File: config.mk
export PLATFORM = sky130hd
export DESIGN_NAME = mps_sequencer
export DESIGN_NICKNAME = d
export VERILOG_FILES = /design/src/rtl/mps_pkg.sv /design/src/rtl/mps_sync.sv /design/src/rtl/mps_sequencer.sv
export SDC_FILE = /design/constraint.sdc
export NUM_CORES = 1
export LEC_CHECK = 0
export ABC_AREA = 0
export BUFFER_PORTS_ARGS = -buffer_cell sky130_fd_sc_hd__buf_2
export CAP_MARGIN = 20
export CORE_MARGIN = 4
export CORE_UTILIZATION = 54
export CTS_BUF_LIST = sky130_fd_sc_hd__clkbuf_4 sky130_fd_sc_hd__clkbuf_8 sky130_fd_sc_hd__clkbuf_16
export DETAILED_ROUTE_END_ITERATION = 7
export HOLD_SLACK_MARGIN = 0.02
export PLACE_DENSITY = 0.74
export SKIP_LAST_GASP = 1
export SYNTH_ARGS = -nofsm -noshare
export SYNTH_HDL_FRONTEND = slang
export SYNTH_HIERARCHICAL = 1
export SYNTH_SLANG_ARGS = --single-unit
export TNS_END_PERCENT = 20
File: constraint.sdc
create_clock -name clk_sys -period 2.6 [get_ports clk_sys]
set_input_delay 0.52 -clock clk_sys [delete_from_list [all_inputs] [get_ports clk_sys]]
set_output_delay 0.52 -clock clk_sys [all_outputs]
set_load 0.005 [all_outputs]
File: src/rtl/mps_pkg.sv
// package: constants, states and carrier structs of the module power sequencer
package mps_pkg;

  // synchroniser depth (three flops, second and third must agree)
  localparam int SYNC_STAGES = 3;

  // internal supply settle time after input power is good
  localparam int SUPPLY_SETTLE_US = 10;
  localparam int CLK_MHZ = 10;
  localparam int SUPPLY_SETTLE_CYC = (SUPPLY_SETTLE_US * CLK_MHZ < 1) ? 1 :
                                     SUPPLY_SETTLE_US * CLK_MHZ;
  // carrier rail settle time between carrier enable and reset release
  localparam int CARRIER_SETTLE_US = 100;
  localparam int CARRIER_SETTLE_CYC = (CARRIER_SETTLE_US * CLK_MHZ < 1) ? 1 :
                                      CARRIER_SETTLE_US * CLK_MHZ;
  localparam int CNT_W = 16;

  // output values after reset
  localparam logic RST_SUPPLY_EN = 1'h0;
  localparam logic RST_CARRIER_EN = 1'h0;
  localparam logic RST_STANDBY_N = 1'h0;
  localparam logic RST_RESET_OUT_N = 1'h0;

  // one-hot sequencer states
  typedef enum logic [5:0] {
    MPS_OFF      = 6'h01,
    MPS_SUPPLY   = 6'h02,
    MPS_WAIT_BTN = 6'h04,
    MPS_CARRIER  = 6'h08,
    MPS_RUN      = 6'h10,
    MPS_SOFT_OFF = 6'h20
  } mps_state_t;

  // synchronised carrier inputs, active high
  typedef struct packed {
    logic power_good;
    logic reset_request;
    logic button_pressed;
  } mps_inputs_t;

  // outputs toward the carrier and the module
  typedef struct packed {
    logic supply_enable;
    logic carrier_supply_enable;
    logic carrier_standby_n;
    logic reset_out_n;
  } mps_outputs_t;

endpackage : mps_pkg

File: src/rtl/mps_sync.sv
// three-flop input synchroniser with agreement filter
`timescale 1ns/1ps
module mps_sync
  import mps_pkg::*;
#(
  parameter logic RESET_VALUE = 1'h0
) (
  input wire logic clk_sys,
  input wire logic rst_b,
  input wire logic async_in,
  output logic sync_out
);

  logic [SYNC_STAGES-1:0] stage_q;
  logic [SYNC_STAGES-1:0] stage_d;
  logic sync_q;
  logic sync_d;

  // shift chain; output changes only when the last two stages agree
  always_comb begin
    stage_d = {stage_q[SYNC_STAGES-2:0], async_in};
    sync_d = sync_q;
    if (stage_q[1] == stage_q[2]) begin
      sync_d = stage_q[2];
    end
  end

  // registers
  always_ff @(posedge clk_sys or negedge rst_b) begin
    if (!rst_b) begin
      stage_q <= {SYNC_STAGES{RESET_VALUE}};
      sync_q <= RESET_VALUE;
    end else begin
      stage_q <= stage_d;
      sync_q <= sync_d;
    end
  end

  assign sync_out = sync_q;

endmodule : mps_sync

File: src/rtl/mps_sequencer.sv
// power-up and reset sequencer of the compute module
`timescale 1ns/1ps
// How it works
// RQ1: internal supplies turn on only while input_power_fault_n is high.
// RQ2: low input_power_fault_n means input not ready; power-up does not proceed.
// RQ3: carrier holds input_power_fault_n low until its input is stable.
// RQ4: after own supplies and button event, assert carrier enable and standby.
// RQ5: reset output releases only after carrier power is enabled.
// RQ6: carrier_supply_enable is active high, asserted once module supplies are up.
// RQ7: carrier_standby_n is active low; low marks suspend or off.
// RQ8: carrier may drop unneeded rails while standby is low.
// RQ9: reset request low from carrier forces a module reset.
// RQ10: reset output stays low through sequencing, goes high to boot.
// RQ11: power button press wakes from or shuts down to soft-off.
// RQ12: all three carrier inputs are synchronised before use.
// RQ13: input power loss returns to off, drops carrier outputs, asserts reset.
module mps_sequencer
  import mps_pkg::*;
#(
  parameter bit BUTTON_PRESENT = 1'b1,
  parameter int SUPPLY_CYCLES = SUPPLY_SETTLE_CYC,
  parameter int CARRIER_CYCLES = CARRIER_SETTLE_CYC
) (
  input wire logic clk_sys,
  input wire logic rst_b,
  input wire logic input_power_fault_n,
  input wire logic reset_request_n,
  input wire logic power_button_input_n,
  output logic supply_enable,
  output logic carrier_supply_enable,
  output logic carrier_standby_n,
  output logic reset_out_n
);

  // refuse settle counts that the settle counter cannot hold
  // the counter loads the count minus one and stops at zero
  if (SUPPLY_CYCLES < 1 || SUPPLY_CYCLES >= (1 << CNT_W) ||
      CARRIER_CYCLES < 1 || CARRIER_CYCLES >= (1 << CNT_W)) begin : g_bad_settle
    $error("settle counts out of range");
  end

  ////////////////////////////////////////////////////////////////////////////
  // input synchronisers
  // each pin passes four flops (three stages and the filter flop) before the state machine sees it
  // reset values equal the idle pin levels, so no false press follows reset
  mps_inputs_t in_s;
  logic pwr_ok_raw;
  logic rst_req_n_raw;
  logic btn_n_raw;

  mps_sync #(.RESET_VALUE(1'h0)) u_sync_pwr (
    .clk_sys(clk_sys),
    .rst_b(rst_b),
    .async_in(input_power_fault_n),
    .sync_out(pwr_ok_raw)
  ); // RQ12
  mps_sync #(.RESET_VALUE(1'h1)) u_sync_rst (
    .clk_sys(clk_sys),
    .rst_b(rst_b),
    .async_in(reset_request_n),
    .sync_out(rst_req_n_raw)
  ); // RQ12
  mps_sync #(.RESET_VALUE(1'h1)) u_sync_btn (
    .clk_sys(clk_sys),
    .rst_b(rst_b),
    .async_in(power_button_input_n),
    .sync_out(btn_n_raw)
  ); // RQ12

  // active-high view of the inputs
  // the reset request is a level, not an asynchronous reset of the block
  always_comb begin
    in_s.power_good = pwr_ok_raw;
    in_s.reset_request = !rst_req_n_raw;
    in_s.button_pressed = !btn_n_raw;
  end

  ////////////////////////////////////////////////////////////////////////////
  // button edge detection on the synchronised level
  // a press fires once however long the button is held
  logic btn_prev_q;
  logic btn_prev_d;
  logic btn_event;

  always_comb begin
    btn_prev_d = in_s.button_pressed;
    btn_event = in_s.button_pressed && !btn_prev_q; // RQ11
  end

  // previous button level
  always_ff @(posedge clk_sys or negedge rst_b) begin
    if (!rst_b) begin
      btn_prev_q <= 1'h0;
    end else begin
      btn_prev_q <= btn_prev_d;
    end
  end

  ////////////////////////////////////////////////////////////////////////////
  // sequencer state machine
  mps_state_t state_q;
  mps_state_t state_d;
  logic [CNT_W-1:0] cnt_q;
  logic [CNT_W-1:0] cnt_d;
  mps_outputs_t out_q;
  mps_outputs_t out_d;

  // settle counter has run out
  logic settle_done;
  assign settle_done = (cnt_q == '0);

  // next state and settle counter
  always_comb begin
    state_d = state_q;
    cnt_d = cnt_q;
    unique case (state_q)
      // wait for good input power; button and reset request are ignored here
      MPS_OFF: begin
        if (in_s.power_good) begin // RQ1
          state_d = MPS_SUPPLY;
          cnt_d = CNT_W'(SUPPLY_CYCLES - 1);
        end
      end
      // module rails settle before the carrier is considered
      MPS_SUPPLY: begin
        if (!settle_done) begin
          cnt_d = cnt_q - 1'b1;
        end else if (BUTTON_PRESENT) begin
          state_d = MPS_WAIT_BTN;
        end else begin
          state_d = MPS_CARRIER; // RQ4
          cnt_d = CNT_W'(CARRIER_CYCLES - 1);
        end
      end
      // a press seen earlier does not count; a fresh one is needed
      MPS_WAIT_BTN: begin
        if (btn_event) begin // RQ4
          state_d = MPS_CARRIER;
          cnt_d = CNT_W'(CARRIER_CYCLES - 1);
        end
      end
      // carrier rails come up while the module reset is still held
      MPS_CARRIER: begin
        if (!settle_done) begin
          cnt_d = cnt_q - 1'b1;
        end else begin
          state_d = MPS_RUN; // RQ5
        end
      end
      // booted; a press shuts down to soft-off
      MPS_RUN: begin
        if (btn_event && BUTTON_PRESENT) begin
          state_d = MPS_SOFT_OFF; // RQ11
        end
      end
      // soft-off keeps the module rails; a press restarts the carrier phase
      MPS_SOFT_OFF: begin
        if (btn_event) begin
          state_d = MPS_CARRIER; // RQ11
          cnt_d = CNT_W'(CARRIER_CYCLES - 1);
        end
      end
      // a code that is not one-hot falls back to off
      default: begin
        state_d = MPS_OFF;
        cnt_d = '0;
      end
    endcase
    // external reset request restarts the carrier phase; it wins over a press
    if (in_s.reset_request && (state_q == MPS_RUN || state_q == MPS_CARRIER)) begin
      state_d = MPS_CARRIER; // RQ9
      cnt_d = CNT_W'(CARRIER_CYCLES - 1);
    end
    // loss of input power is checked last so it overrides everything
    if (!in_s.power_good) begin
      state_d = MPS_OFF; // RQ2 RQ13
      cnt_d = '0;
    end
  end

  // state registers
  always_ff @(posedge clk_sys or negedge rst_b) begin
    if (!rst_b) begin
      state_q <= MPS_OFF;
      cnt_q <= '0;
    end else begin
      state_q <= state_d;
      cnt_q <= cnt_d;
    end
  end

  ////////////////////////////////////////////////////////////////////////////
  // output decode from the next state, so every pin leaves a flip-flop
  // standby moves with the carrier enable; no suspend-to-RAM state is kept
  always_comb begin
    out_d.supply_enable = (state_d != MPS_OFF); // RQ1
    out_d.carrier_supply_enable = (state_d == MPS_CARRIER) ||
                                  (state_d == MPS_RUN); // RQ6
    out_d.carrier_standby_n = (state_d == MPS_CARRIER) ||
                              (state_d == MPS_RUN); // RQ7
    out_d.reset_out_n = (state_d == MPS_RUN) && !in_s.reset_request; // RQ10 RQ9
  end

  // output registers; all four pins come up low, reset asserted
  always_ff @(posedge clk_sys or negedge rst_b) begin
    if (!rst_b) begin
      out_q.supply_enable <= RST_SUPPLY_EN;
      out_q.carrier_supply_enable <= RST_CARRIER_EN;
      out_q.carrier_standby_n <= RST_STANDBY_N;
      out_q.reset_out_n <= RST_RESET_OUT_N;
    end else begin
      out_q <= out_d;
    end
  end

  ////////////////////////////////////////////////////////////////////////////
  // output pins
  // pins are the output registers themselves, with no logic after them
  assign supply_enable = out_q.supply_enable;
  assign carrier_supply_enable = out_q.carrier_supply_enable;
  assign carrier_standby_n = out_q.carrier_standby_n;
  assign reset_out_n = out_q.reset_out_n;

endmodule : mps_sequencer

== Yosys cells after proc, flatten, opt, wreduce, memory -nomap -nowiden ==
Index checks and enable logic that the tools add are counted.

* Add/subtract/negate cells: 1
* Equality and inequality tests: 15
* Muxes and demuxes: 12
* Reduce and logical (&&, ||, !) cells: 12

{| class="wikitable"
|+ Operators by type and width
! kind !! count
|-
| $mux 16 || 4
|-
| $pmux 16 s4 || 1
|-
| $mux 6 || 6
|-
| $pmux 6 s5 || 1
|-
| $logic_not 16->1 || 1
|-
| $sub 16x1->16 const B || 1
|-
| $eq 6x4->1 const B || 2
|-
| $eq 6x5->1 const B || 2
|-
| $ne 4x4->1 const B || 2
|-
| $eq 6x1->1 const B || 1
|-
| $eq 6x2->1 const B || 1
|-
| $eq 6x3->1 const B || 1
|-
| $eq 6x6->1 const B || 1
|-
| $ne 6x1->1 const B || 1
|-
| $reduce_or 2->1 || 2
|-
| $eq 1x1->1 || 3
|-
| $logic_and 1x1->1 || 3
|-
| $logic_not 1->1 || 3
|-
| $ne 3x3->1 const B || 1
|-
| $reduce_and 3->1 || 1
|-
| $logic_or 1x1->1 || 2
|}

* Register bits: 38
* Input bits: 5
* Output and inout port bits: 4
* Word-level logic and storage cells: 52

== Logic depth before layout (Yosys ltp) ==
* Depth after elaboration: 8
* Mapped depth: 8

== Hierarchy ==
Netlist, hierarchy kept.

{| class="wikitable"
|+ By module, submodules not included
! module !! times used !! cells each !! area an instance (µm²) !! sequential area each (µm²)
|-
| mps_sequencer || 1 || 190 || 1634.1 || 651.9
|-
| mps_sync (u_sync_btn ...) || 2 || 5 || 116.4 || 105.1
|-
| mps_sync (u_sync_pwr) || 1 || 5 || 111.4 || 100.1
|}

== Worst setup path before layout ==
Ideal clock, no wire load.

* Path type: reg-to-reg
* Start: reg cnt_q[11]
* End: reg cnt_q[0]
* Arrival: 2.461 ns
* Required time: 2.475 ns
* Slack: 0.014 ns
* Cell stages (with the launch flop): 6
* Buffers on the path: 0
* Period minus slack after synthesis: 2.586 ns
* Path through: dfrtp_1 or4_1 or2_1 or4b_4 a211oi_4 mux2_2

* Cells in the longest elaborated chain, start to end: 3

{| class="wikitable"
|+ RTL lines
! item !! RTL line !! source
|-
| from (decl) || mps_sequencer.sv:103 || <nowiki>logic [CNT_W-1:0] cnt_q;</nowiki>
|-
| from (signal assigned) || mps_sequencer.sv:188 || <nowiki>cnt_q <= cnt_d;</nowiki>
|-
| $logic_not 16->1 || mps_sequencer.sv:110 || <nowiki>assign settle_done = (cnt_q == '0);</nowiki>
|-
| $ne 4x4->1 (no source line) || - ||
|-
| $reduce_and 3->1 (no source line) || - ||
|}

Every way passes these cells.
A chain may end at the register's enable or synchronous reset.

== Worst setup path after layout ==
* Start: reg cnt_q[13]
* End: reg cnt_q[0]

Same word-level chain as after synthesis.

==> summary.md <==
| Metric | Value |
|---|---|
| Status | `completed` |
| Ports | `9` |
| Max transition margin | `0.460` |
| P_int | `1.36 mW` |
| DRC viols | `0` |
| Area grow syn2layout | `18.5%` |
| Clk Latency, worst-skew pair | `about 0.30 ns` |
| Clock sink count | `38` |
| Core area | `about 0.0034 mm²` |
| Max Cap Viol | `0` |
| Mapped Cells | `205` |
| Yosys reg bits | `38` |
| TritonCTS clock tree | `done` |
| Crit path kind | `register to register` |
| Detail-routed via count per cell | `6.04` |
| Finish-stage setup viols | `0` |
| Global-route wire length before repair | `between 7 and 8 mm` |
| Mapped Area | `0.00198 mm²` |
| Largest net degree at the start of global routing | `39` |
| Worst-path fanout max | `3` |
| Yosys warning total | `6` |
| DRT iter0 DRCs | `195` |
| Nature of the critical path endpoint | `register` |
| Worst IR drop on VDD | `approximately 0.0005 V` |
| Standard-cell row count | `21` |
| Logic pwr share | `0.328` |
| Layout cells sized above 1 | `0.289` |
| GPL Wtd Cong | `between 0.8 and 0.9` |
| Post-synth EDFFs | `0` |
| Full die area | `0.00470 mm²` |
| Sequential area share after synthesis | `0.486` |
| Ranking of synthesized cells by area | `dfrtp_1 (37%), dfstp_2 (12%), o21ai_0 (6.1%)` |
| Ant. Diodes | `0` |
| Via count | `roughly 1700` |
| CP startpoint kind | `register` |
| Final Routed Wirelength | `4.30 mm` |
| Average wire per cell in the routed design | `around 16 µm` |
| Core Util, Final | `0.681` |
| Post-synthesis async set-or-reset flop share | `1.00` |
| Primary FF master, synth | `dfrtp_1` |
| CTS buffer count | `5` |
| Post-synthesis average cell area | `9.65 µm²` |
| Port buffer count | `8` |
| # nets final | `233` |
| Tmin final | `2.55 ns` |
| Tightest Hold Check Type | `input port to async pin` |
| Initial antenna violation count | `0` |
| Flop pwr share | `0.378` |
| Clock transition at path regs | `~0.08 ns` |
| Fillers | `262` |
| Post-synthesis cell type with the largest combined area | `dfrtp_1` |
| Slew @ Worst Pin | `0.809 ns` |
| Hold Violations, Final | `0` |
| Most common cell after layout, fill and taps aside | `dfrtp_1` |
| Maximum clock insertion buffer count | `2` |
| DPL Wire Length | `about 2.9 mm` |
| Share of the synthesized area in the top cell type | `0.367` |
| Arrival time worst endpoint | `between 2 and 3 ns` |
| P_sw | `714 µW` |
| Clock share of power | `0.295` |
| Worst Path Required | `2.79 ns` |
| Die Y | `68.5 µm` |
| Final slew viol count | `0` |
| Grt ovf | `0` |
| Netlist cell types | `50` |
| TritonRoute pass-1 iters | `5` |
| LEAKAGE | `1.00 nW` |
| Post-Syn Nets | `211` |
| Die width | `68.5 µm` |
| Fin Clk Skew | `0.00609 ns` |
| Initial Util | `0.575` |
| Fmax | `393 MHz` |
| Power density cells | `884 mW/mm²` |
| Post-route ant nets | `0` |
| H-Tree Depth | `2` |
| Vias in the first global route | `1587` |
| Total power | `2.07 mW` |
| Most frequent cells in the layout | `dfrtp_1 (29), o21ai_0 (22), nor2_1 (21)` |
| Switching Fraction | `0.345` |
| Final worst-path cycle share | `0.980` |
| Global Route Usage Sum | `0.210` |
| Root buf cell | `clkbuf_8` |
==> final timing paths <==
path	to	slack [ns]	depth (start not counted)	startpoint
setup reg to reg	cnt_q[0]	0.05	6	cnt_q[13]
hold / removal	state_q[2]	0.31	1	rst_b
max in group asynchronous	cnt_q[3]	1.79	1	rst_b
hold reg to reg	u_sync_btn/stage_q[1]	0.36	0	u_sync_btn/stage_q[0]
setup / recovery	cnt_q[0]	0.05	6	cnt_q[13]
min in group clk_sys	u_sync_btn/stage_q[0]	0.31	1	power_button_input_n
==> per-layer routing <==
metal / GRT usage / vias up / part of all wire
met5: 0 / - / 0
met4: 0.0769 / 0 / 0.023
met3: 0.0567 / 12 / 0.062
met2: 0.342 / 73 / 0.49
met1: 0.267 / 792 / 0.43
li1: - / 777 / -
==> layout make-up <==
| class | instances | area [µm²] | area share |
|---|---|---|---|
| Sequential cell | 38 | 962 | 0.411 |
| Multi-Input combinational cell | 146 | 937 | 0.400 |
| Timing Repair Buffer | 27 | 215 | 0.0918 |
| Clock buffer | 5 | 68.8 | 0.0294 |
| Clock inverter | 3 | 68.8 | 0.0294 |
| Tap cell | 46 | 57.6 | 0.0246 |
| Inverter | 9 | 33.8 | 0.0144 |
==> sequential cells by signal, summed over array words and instances, names as in the netlist, 3 cells and up <==
signal              count
u_sync_pwr/stage_q      3
cnt_q                  16
u_sync_btn/stage_q      3
state_q                 6
u_sync_rst/stage_q      3
==> critical path, stage by stage (launching register included) <==
cell      delay [ns]
dfrtp_1         0.38
or4_4           0.55
or2_4           0.25
or4b_4          0.54
a211oi_4        0.26
buf_6           0.16
mux2_4          0.30
==> metrics by stage <==
| step | hold WS (ns) | instance area [µm²] | setup WS [ns] | cells | setup TNS [ns] |
|---|---|---|---|---|---|
| after floorplan | 0.224 | 1980 | 0.0140 | 205 | 0 |
| after detailed placement | 0.347 | 2100 | 0.00726 | 260 | 0 |
| after CTS | 0.309 | 2270 | 0.0289 | 271 | 0 |
| final | 0.307 | 2340 | 0.0526 | 274 | 0 |
| after global routing | 0.303 | 2340 | -0.00445 | 274 | -0.00773 |
| after global placement | 0.334 | 2100 | 0.0929 | 260 | 0 |
==> cell families (layout without fill, tap and decap cells) <==
group           Yosys count  after routing  synth area share
simple gates             73             73             0.209
buf+inv                  21             44            0.0544
xor+xnor                  5              5            0.0221
flops                    38             38             0.486
fa+ha+maj                 4              4            0.0234
compound gates           62             62             0.194
mux                       2              2            0.0114
==> power by group through the flow <==
stage	registers (mW)	logic, mW	clock network [mW]
finish	0.782	0.679	0.611
global route	0.799	0.754	0.643
CTS	0.779	0.643	0.616
detailed placement	0.788	0.622	0
global placement	0.779	0.595	0
floorplan	0.741	0.499	0
==> Yosys cell counts (all sizes together), types with 4 or more instances <==
cell,instances
a21oi,19
buf,4
clkbuf,8
dfrtp,29
dfstp,9
inv,9
nand2,8
nor2,21
nor3,8
o21ai,24
or2,7
xnor2,4
==> what timing repair did <==
| item | in CTS | in global routing |
|---|---|---|
| pin swaps | 2 | 4 |
| cloned | 0 | 1 |
| resized for setup | 5 | 7 |
| hold buffers | 0 | 0 |
| hold endpoints to repair | 0 | 0 |
| setup endpoints to repair | 4 | 12 |
| setup buffers | 3 | 2 |
No activity file was read; power rests on OpenSTA's default activity.
